### src/standby_pkg.sv
// Overview of operation
// After the halt cycle the oscillator stops and operation ceases.
// With an external clock the device gates the system clock itself.
// Program counter, registers and memory hold unchanged during standby.
// Low reset initialises all, ends standby, restarts from initial state.
// Restart pin rising edge restarts oscillator; system clock stays gated.
// Eight stable oscillator clocks pass before the system clock runs.
// After restart-pin wake, execution resumes at the held program counter.
// External clock source must resume before standby is released.
// External clock source may stop during standby to save power.
// Restart-pin wake only works when restart port is masked as input.
// Power-on reset stays low until the internal oscillator is stable.
// Prescaler is a 12-bit counter on the six-clock machine cycle.
// Twelve prescaler ratios, 1/2 through 1/4096, feed timer and serial.
// Stop bit set halts the prescaler and suppresses its output clocks.
// Clearing the prescaler stop bit restarts counting from zero.
// External interrupt edge in standby is latched, served after release.
// Stabilisation counter clears on every standby entry.
`default_nettype none
package standby_pkg;
  // Fabric and oscillator rates
  localparam int REF_FREQ_KHZ = 125000;
  localparam int OSC_FREQ_KHZ = 4000;
  // Longest period rounds down, never below one cycle
  localparam int OSC_DIV_CYC = (REF_FREQ_KHZ / OSC_FREQ_KHZ) < 1 ? 1 :
    (REF_FREQ_KHZ / OSC_FREQ_KHZ);
  localparam logic [4:0] OSC_DIV_LAST = 5'(OSC_DIV_CYC - 1);
  // Oscillator clocks per machine cycle
  localparam logic [2:0] MCYC_LAST = 3'h5;
  // Stabilised oscillator clocks before the system clock runs
  localparam logic [3:0] WARM_LAST = 4'h7;
  localparam logic [3:0] WARM_ZERO = 4'h0;
  // Prescaler width and number of taps
  localparam int PRESC_W = 12;
  localparam logic [11:0] PRESC_ZERO = 12'h000;
  // Power states, one-hot
  typedef enum logic [2:0] {
    ST_RUN = 3'h1,
    ST_STANDBY = 3'h2,
    ST_WARMUP = 3'h4
  } pwr_state_t;
endpackage
`default_nettype wire

### src/presc_if.sv
`timescale 1ns/10ps
`default_nettype none
// Links the power controller to the prescaler
interface presc_if;
  logic mcyc_en;
  logic stop;
  logic [standby_pkg::PRESC_W-1:0] tap;
  modport ctrl (output mcyc_en, output stop, input tap);
  modport presc (input mcyc_en, input stop, output tap);
endinterface
`default_nettype wire

### src/standby_clock_prescaler.sv
`timescale 1ns/10ps
`default_nettype none
module standby_clock_prescaler (
  input wire logic REF_CLK,
  input wire logic RESET_N,
  input wire logic HALT_INSTRUCTION,
  input wire logic RESTART_PIN,
  input wire logic RESTART_PORT_IS_INPUT,
  input wire logic EXT_CLOCK_MODE,
  input wire logic OSC_INPUT,
  input wire logic EXT_IRQ_PIN,
  input wire logic EXT_IRQ_ACK,
  input wire logic PRESCALER_STOP_BIT,
  output logic OSC_RUNNING,
  output logic STANDBY,
  output logic SYS_CLK_EN,
  output logic MCYC_EN,
  output logic WAKE_RESUME,
  output logic EXT_IRQ_REQ,
  output logic [11:0] PRESC_TAP
);
  standby_pkg::pwr_state_t state_r;
  standby_pkg::pwr_state_t state_nxt;
  logic [3:0] warm_r;
  logic [3:0] warm_nxt;
  logic [4:0] osc_div_r;
  logic [4:0] osc_div_nxt;
  logic [2:0] mcyc_r;
  logic [2:0] mcyc_nxt;
  logic osc_in_q_r;
  logic restart_q_r;
  logic irq_q_r;
  logic irq_pend_r;
  logic irq_pend_nxt;
  logic sys_en_r;
  logic sys_en_nxt;
  logic mcyc_en_r;
  logic mcyc_en_nxt;
  logic resume_r;
  logic resume_nxt;
  logic osc_tick;
  logic restart_edge;
  logic irq_edge;

  presc_if pif ();

  // Rising edge between a level and its previous sample
  function automatic logic rise(input logic cur, input logic prev);
    rise = cur & ~prev;
  endfunction

  ////////////////////////////////////////////////////////////////////////
  // Oscillator clock as an enable pulse
  always_comb
  begin
    osc_div_nxt = osc_div_r;
    osc_tick = 1'b0;
    // oscillator stops while in standby
    if (state_r == standby_pkg::ST_STANDBY)
    begin
      osc_div_nxt = 5'h00;
    end
    // External source: every rising edge is one oscillator clock
    else if (EXT_CLOCK_MODE)
    begin
      osc_tick = rise(OSC_INPUT, osc_in_q_r);
    end
    else if (osc_div_r == standby_pkg::OSC_DIV_LAST)
    begin
      osc_div_nxt = 5'h00;
      osc_tick = 1'b1;
    end
    else
    begin
      osc_div_nxt = osc_div_r + 5'h01;
    end
  end

  // Restart and interrupt edges; masked port cannot wake the device
  always_comb
  begin
    // restart only with the port set as input
    restart_edge = rise(RESTART_PIN, restart_q_r) & RESTART_PORT_IS_INPUT;
    irq_edge = rise(EXT_IRQ_PIN, irq_q_r);
  end

  ////////////////////////////////////////////////////////////////////////
  // Power state sequencing
  always_comb
  begin
    state_nxt = state_r;
    warm_nxt = warm_r;
    resume_nxt = 1'b0;
    case (state_r)
      standby_pkg::ST_RUN:
      begin
        // enter standby after the halt cycle
        if (HALT_INSTRUCTION)
        begin
          state_nxt = standby_pkg::ST_STANDBY;
          // fresh count each entry
          warm_nxt = standby_pkg::WARM_ZERO;
        end
      end
      standby_pkg::ST_STANDBY:
      begin
        warm_nxt = standby_pkg::WARM_ZERO;
        // edge restarts the oscillator only
        if (restart_edge)
        begin
          state_nxt = standby_pkg::ST_WARMUP;
        end
      end
      standby_pkg::ST_WARMUP:
      begin
        // count eight stable clocks, then release
        if (osc_tick)
        begin
          if (warm_r == standby_pkg::WARM_LAST)
          begin
            state_nxt = standby_pkg::ST_RUN;
            // core continues from its held counter
            resume_nxt = 1'b1;
          end
          else
          begin
            warm_nxt = warm_r + 4'h1;
          end
        end
      end
      default:
      begin
        state_nxt = standby_pkg::ST_RUN;
        warm_nxt = standby_pkg::WARM_ZERO;
      end
    endcase
  end

  ////////////////////////////////////////////////////////////////////////
  // System clock and machine cycle enables
  always_comb
  begin
    mcyc_nxt = mcyc_r;
    mcyc_en_nxt = 1'b0;
    // no system clock outside run, so core state holds
    sys_en_nxt = osc_tick & (state_r == standby_pkg::ST_RUN);
    // machine cycle is six oscillator clocks
    if (sys_en_nxt)
    begin
      if (mcyc_r == standby_pkg::MCYC_LAST)
      begin
        mcyc_nxt = 3'h0;
        mcyc_en_nxt = 1'b1;
      end
      else
      begin
        mcyc_nxt = mcyc_r + 3'h1;
      end
    end
  end

  // Interrupt latch; a new edge wins over the acknowledge
  always_comb
  begin
    irq_pend_nxt = irq_pend_r;
    if (EXT_IRQ_ACK)
    begin
      irq_pend_nxt = 1'b0;
    end
    // edge latched, even in standby
    if (irq_edge)
    begin
      irq_pend_nxt = 1'b1;
    end
  end

  ////////////////////////////////////////////////////////////////////////
  // Registers; reset returns to the initial condition
  always_ff @(posedge REF_CLK or negedge RESET_N)
  begin
    // reset clears all and leaves standby
    if (!RESET_N)
    begin
      state_r <= standby_pkg::ST_RUN;
      warm_r <= standby_pkg::WARM_ZERO;
      osc_div_r <= 5'h00;
      mcyc_r <= 3'h0;
      osc_in_q_r <= 1'b0;
      restart_q_r <= 1'b0;
      irq_q_r <= 1'b0;
      irq_pend_r <= 1'b0;
      sys_en_r <= 1'b0;
      mcyc_en_r <= 1'b0;
      resume_r <= 1'b0;
    end
    else
    begin
      state_r <= state_nxt;
      warm_r <= warm_nxt;
      osc_div_r <= osc_div_nxt;
      mcyc_r <= mcyc_nxt;
      osc_in_q_r <= OSC_INPUT;
      restart_q_r <= RESTART_PIN;
      irq_q_r <= EXT_IRQ_PIN;
      irq_pend_r <= irq_pend_nxt;
      sys_en_r <= sys_en_nxt;
      mcyc_en_r <= mcyc_en_nxt;
      resume_r <= resume_nxt;
    end
  end

  ////////////////////////////////////////////////////////////////////////
  // Prescaler hookup
  assign pif.mcyc_en = mcyc_en_r;
  assign pif.stop = PRESCALER_STOP_BIT;

  prescaler u_presc (
    .clk(REF_CLK),
    .rst_n(RESET_N),
    .pif(pif.presc)
  );

  // Outputs
  assign OSC_RUNNING = (state_r != standby_pkg::ST_STANDBY);
  assign STANDBY = (state_r != standby_pkg::ST_RUN);
  assign SYS_CLK_EN = sys_en_r;
  assign MCYC_EN = mcyc_en_r;
  assign WAKE_RESUME = resume_r;
  // Request held back until the system clock runs again
  assign EXT_IRQ_REQ = irq_pend_r & (state_r == standby_pkg::ST_RUN);
  assign PRESC_TAP = pif.tap;
endmodule
`default_nettype wire

### src/prescaler.sv
`timescale 1ns/10ps
`default_nettype none
module prescaler (
  input wire logic clk,
  input wire logic rst_n,
  presc_if.presc pif
);
  logic [standby_pkg::PRESC_W-1:0] cnt_r;
  logic [standby_pkg::PRESC_W-1:0] cnt_nxt;
  logic [standby_pkg::PRESC_W-1:0] tap_r;
  logic [standby_pkg::PRESC_W-1:0] tap_nxt;

  ////////////////////////////////////////////////////////////////////////
  // Counter and tap pulses
  always_comb
  begin
    cnt_nxt = cnt_r;
    tap_nxt = standby_pkg::PRESC_ZERO;
    // stop holds at zero
    if (pif.stop)
    begin
      cnt_nxt = standby_pkg::PRESC_ZERO;
    end
    // count machine cycles, tap k divides by 2^(k+1)
    else if (pif.mcyc_en)
    begin
      cnt_nxt = cnt_r + 12'h001;
      for (int k = 0; k < standby_pkg::PRESC_W; k++)
      begin
        tap_nxt[k] = &(cnt_r | ~((12'h002 << k) - 12'h001));
      end
    end
  end

  // Registers only
  always_ff @(posedge clk or negedge rst_n)
  begin
    if (!rst_n)
    begin
      cnt_r <= standby_pkg::PRESC_ZERO;
      tap_r <= standby_pkg::PRESC_ZERO;
    end
    else
    begin
      cnt_r <= cnt_nxt;
      tap_r <= tap_nxt;
    end
  end

  assign pif.tap = tap_r;
endmodule
`default_nettype wire

### config.mk
export PLATFORM = sky130hd
export DESIGN_NAME = standby_clock_prescaler
export DESIGN_NICKNAME = d
export VERILOG_FILES = /design/src/standby_pkg.sv /design/src/presc_if.sv /design/src/standby_clock_prescaler.sv /design/src/prescaler.sv
export SDC_FILE = /design/constraint.sdc
export NUM_CORES = 1
export LEC_CHECK = 0
export BUFFER_PORTS_ARGS = -buffer_cell sky130_fd_sc_hd__buf_2
export CORE_MARGIN = 2
export CORE_UTILIZATION = 45
export DETAILED_ROUTE_END_ITERATION = 6
export SLEW_MARGIN = 20
export SYNTH_ARGS = -nofsm -noshare
export SYNTH_HDL_FRONTEND = slang
export SYNTH_SLANG_ARGS = --single-unit
### constraint.sdc
create_clock -name REF_CLK -period 3.21 [get_ports REF_CLK]
set_input_delay 0.1605 -clock REF_CLK [delete_from_list [all_inputs] [get_ports REF_CLK]]
set_output_delay 0.1605 -clock REF_CLK [all_outputs]
set_load 0.01 [all_outputs]
==> results.md <==
* Largest family of logic cells by synthesized area: simple AND/OR/NAND/NOR gates
* Final Cycle Share at roughly 55%
* Layout cells sized above 1 at 19.0%
* Die width at a little over 70 um
* IO buf count at 27
* Leak pwr at approximately 1.2 nW
* Initial antenna violation count at 0
* Synth Area in Compound Gates at 8.46%
* Slew Limit Fails at 0
* P&R area growth vs syn at 16.2%
* Mean Syn Cell Area at approximately 11 um^2
* GR Overflow Total at 0
* FF/Latch Area at 1150 um^2
* First-pass GRT wire length at 6290 um
* DRC errors left at 0
* Simple-gate area share of the yosys netlist at between 20 and 25%
* Die Area at 5200 um^2
* Placed Cells at 261
* WP data required at 3.39 ns
* Actual slew at the worst max-slew pin at 0.561 ns
* Drt via density at 5.29
* Pin count of the biggest net entering global routing at 47
* Detailed Routing Iterations Pass 1 at 4
* Final Critical Period at 1.78 ns
* Setup Skew at roughly 0.008 ns
* DR WL/cell at 13.7 um
* Worst Hold Depth at 2
* Max Cap Violations at 0
* Max VDD drop at ~0.35 mV
* GRT Util Overall at approximately 16%
* Post-synth EDFFs at 0
* Final net count at 237
* Final Wtd Congestion at approximately 0.88
* Total negative slack at 0 ns
* Fill count at 389
* Final hold slack at 0.0421 ns
* H-tree depth at 2
* Synth Area in Adders at 4.20%
* Vias in the first global route at ~1300
* RSZ-0062 raised after global routing: false
* Hold Path Class: in -> reg
* Synth warn at 0
* Most frequent cells in the layout: 45 x dfrtp_1, 26 x buf_2, 23 x nor2_1, 11 x inv_1, 8 x and2_1
* Worst r2r src: osc_div_r[0]$_DFFE_PN0P_
* Clock sink total at between 40 and 50
* Commonest non-fill, non-tap cell in the layout: dfrtp_1
* Row count at 24
* Mapped cell area at around 2100 um^2
* Worst rel slew slack at a little over three fifths
* Yosys reg bits at 46
* Max Clock Freq at about 0.56 GHz
* Setup Fix Bufs, Post-CTS at 0
* PnR Total Power at 0.00140 W
* Clock Tree Buf Depth at 2
* Mux cell area share after synthesis at 3.54%
* CTS tree: yes
* HP Start: EXT_IRQ_ACK
* N_diodes at 0
* Post-Place Setup Slack at 1.47 ns
* R2R depth at 6
* P per Cell Area at slightly below 600 nW/um^2
* Post-cts sizing count at 0
* Footprint of the multi-input gates at about 880 um^2
* XOR/XNOR Fraction of Synth Area at 3.36%
* Crit path capture type: register
* Crit path DAT at 1.95 ns
* Setup violations, final at 0
* Post-DP HPWL at 2710 um
* CP Max Fanout at 5
* Clock Latency Late Sink at 0.30 ns
* Hold Vio Cnt, Final at 0
* Syn nets at ~200
* Total CTS buffers at 5
* Post-DRT Antenna Nets at 0
* Final setup margin at 1.43 ns
* Synth Instances at 185
* Register area share after synthesis at between 50% and 60%
* Outcome: finished clean
* I/O pins at 28
* Root buffer cell: clkbuf_8
* FFs w/ async S/R, synth at 100%
* CP startpoint kind: register
* Initial DRC Count at 94
* Synth cell types at 43
* Vias at roughly 1400
* Worst setup startpoint: osc_div_r[0]$_DFFE_PN0P_
* CP Class: reg -> reg
* Final WL at 3750 um
* Die Y-Extent at slightly above 70 um
* Top_reg_cell synth: dfrtp_1
* Initial Utilization at a little under half
* Register clock-pin slew on the reported worst setup and hold paths at ~0.090 ns
* Final cell count without fillers at about 270
* Placeable Area at roughly 4400 um^2
==> kinds of logic after synthesis <==
group | count (synthesis)
simple gates | 79
flops | 46
compound gates | 24
buf+inv | 14
xor+xnor | 8
mux | 7
fa+ha+maj | 7
==> sequential cells by signal, summed over array words and instances (netlist names) <==
signal / cells
u_presc.cnt_r: 12
u_presc.pif.tap: 12
osc_div_r: 5
warm_r: 4
mcyc_r: 3
state_r: 3
MCYC_EN: 1
SYS_CLK_EN: 1
WAKE_RESUME: 1
irq_pend_r: 1
irq_q_r: 1
osc_in_q_r: 1
restart_q_r: 1
==> cell type report <==
class                           instances  area share, %
Clock buffer                            6           2.99
Clock inverter                          2           1.55
Inverter                               11           1.70
Multi-Input combinational cell        125           36.2
Sequential cell                        46           47.5
Tap cell                               52           2.68
Timing Repair Buffer                   31           7.33
==> worst paths after layout <==
kind,endpoint,slack (ns)
worst max-delay path,mcyc_r[2]$_DFFE_PN0P_,1.43
worst min-delay path,irq_pend_r$_DFFE_PN0P_,0.04
min in group asynchronous,osc_div_r[1]$_DFFE_PN0P_,0.39
max in group asynchronous,irq_pend_r$_DFFE_PN0P_,2.43
worst min register to register,irq_pend_r$_DFFE_PN0P_,0.44
worst max register to register,mcyc_r[2]$_DFFE_PN0P_,1.43
==> metrics by stage <==
stage          utilization (%)  area, um^2
3_3_place_gp              51.4        2270
6_report                  54.9        2420
5_1_grt                   54.9        2420
3_5_place_dp              51.4        2270
2_1_floorplan                -        2090
4_1_cts                   54.6        2410
==> Yosys cell counts, drive strengths merged, types with 2 or more instances <==
library cell  number  area, um^2
dfrtp             45        1130
nand2              6        22.5
xnor2              6        52.6
o211ai             5        51.3
nand3              7        40.0
nor3               6        30.0
a21oi              6        30.0
or3                2        12.5
mux2               3        33.8
nand3b             3        22.5
nor4               4        25.0
and3               2        12.5
nor2b              2        12.5
and2               9        58.8
nand4              3        18.8
a32o               2        20.0
clkbuf             2        7.51
xor2               2        17.5
and4               2        17.5
mux2i              4        40.0
inv               11        41.3
nand2b             2        12.5
a22o               2        17.5
nor2              23        86.3
ha                 7        87.6
nor3b              5        65.1
o21ai              4        20.0
==> power by group <==
| part | total (W) | switching [W] | internal [W] |
|---|---|---|---|
| Combinational | 0.000255 | 0.000131 | 0.000123 |
| Sequential | 0.000720 | 0.0000771 | 0.000643 |
| Clock | 0.000424 | 0.000191 | 0.000232 |
==> worst max-delay path, stage by stage, from the launching register on <==
cell     delay [ns]
dfrtp_1        0.43
inv_1          0.07
ha_1           0.17
nand4_1        0.20
o21ai_1        0.26
nand3_1        0.17
mux2_1         0.35
==> routing by layer <==
| layer | part of all wire [%] | GRT usage (%) | routed length, um | vias to the layer above |
|---|---|---|---|---|
| li1 | - | - | - | 716 |
| met1 | 51 | 23.7 | 1890 | 690 |
| met2 | 44 | 21.1 | 1660 | 37 |
| met3 | 4.4 | 4.58 | 164 | 2 |
| met4 | 0.69 | 6.08 | 26 | 0 |
| met5 | 0 | 0 | 0 | - |
==> repair_timing <==
| item | in CTS | in global routing |
|---|---|---|
| setup endpoints to repair | 0 | 0 |
| hold buffers | 3 | 1 |
| hold endpoints to repair | 3 | 45 |
Power figures use the tool's default switching activity.
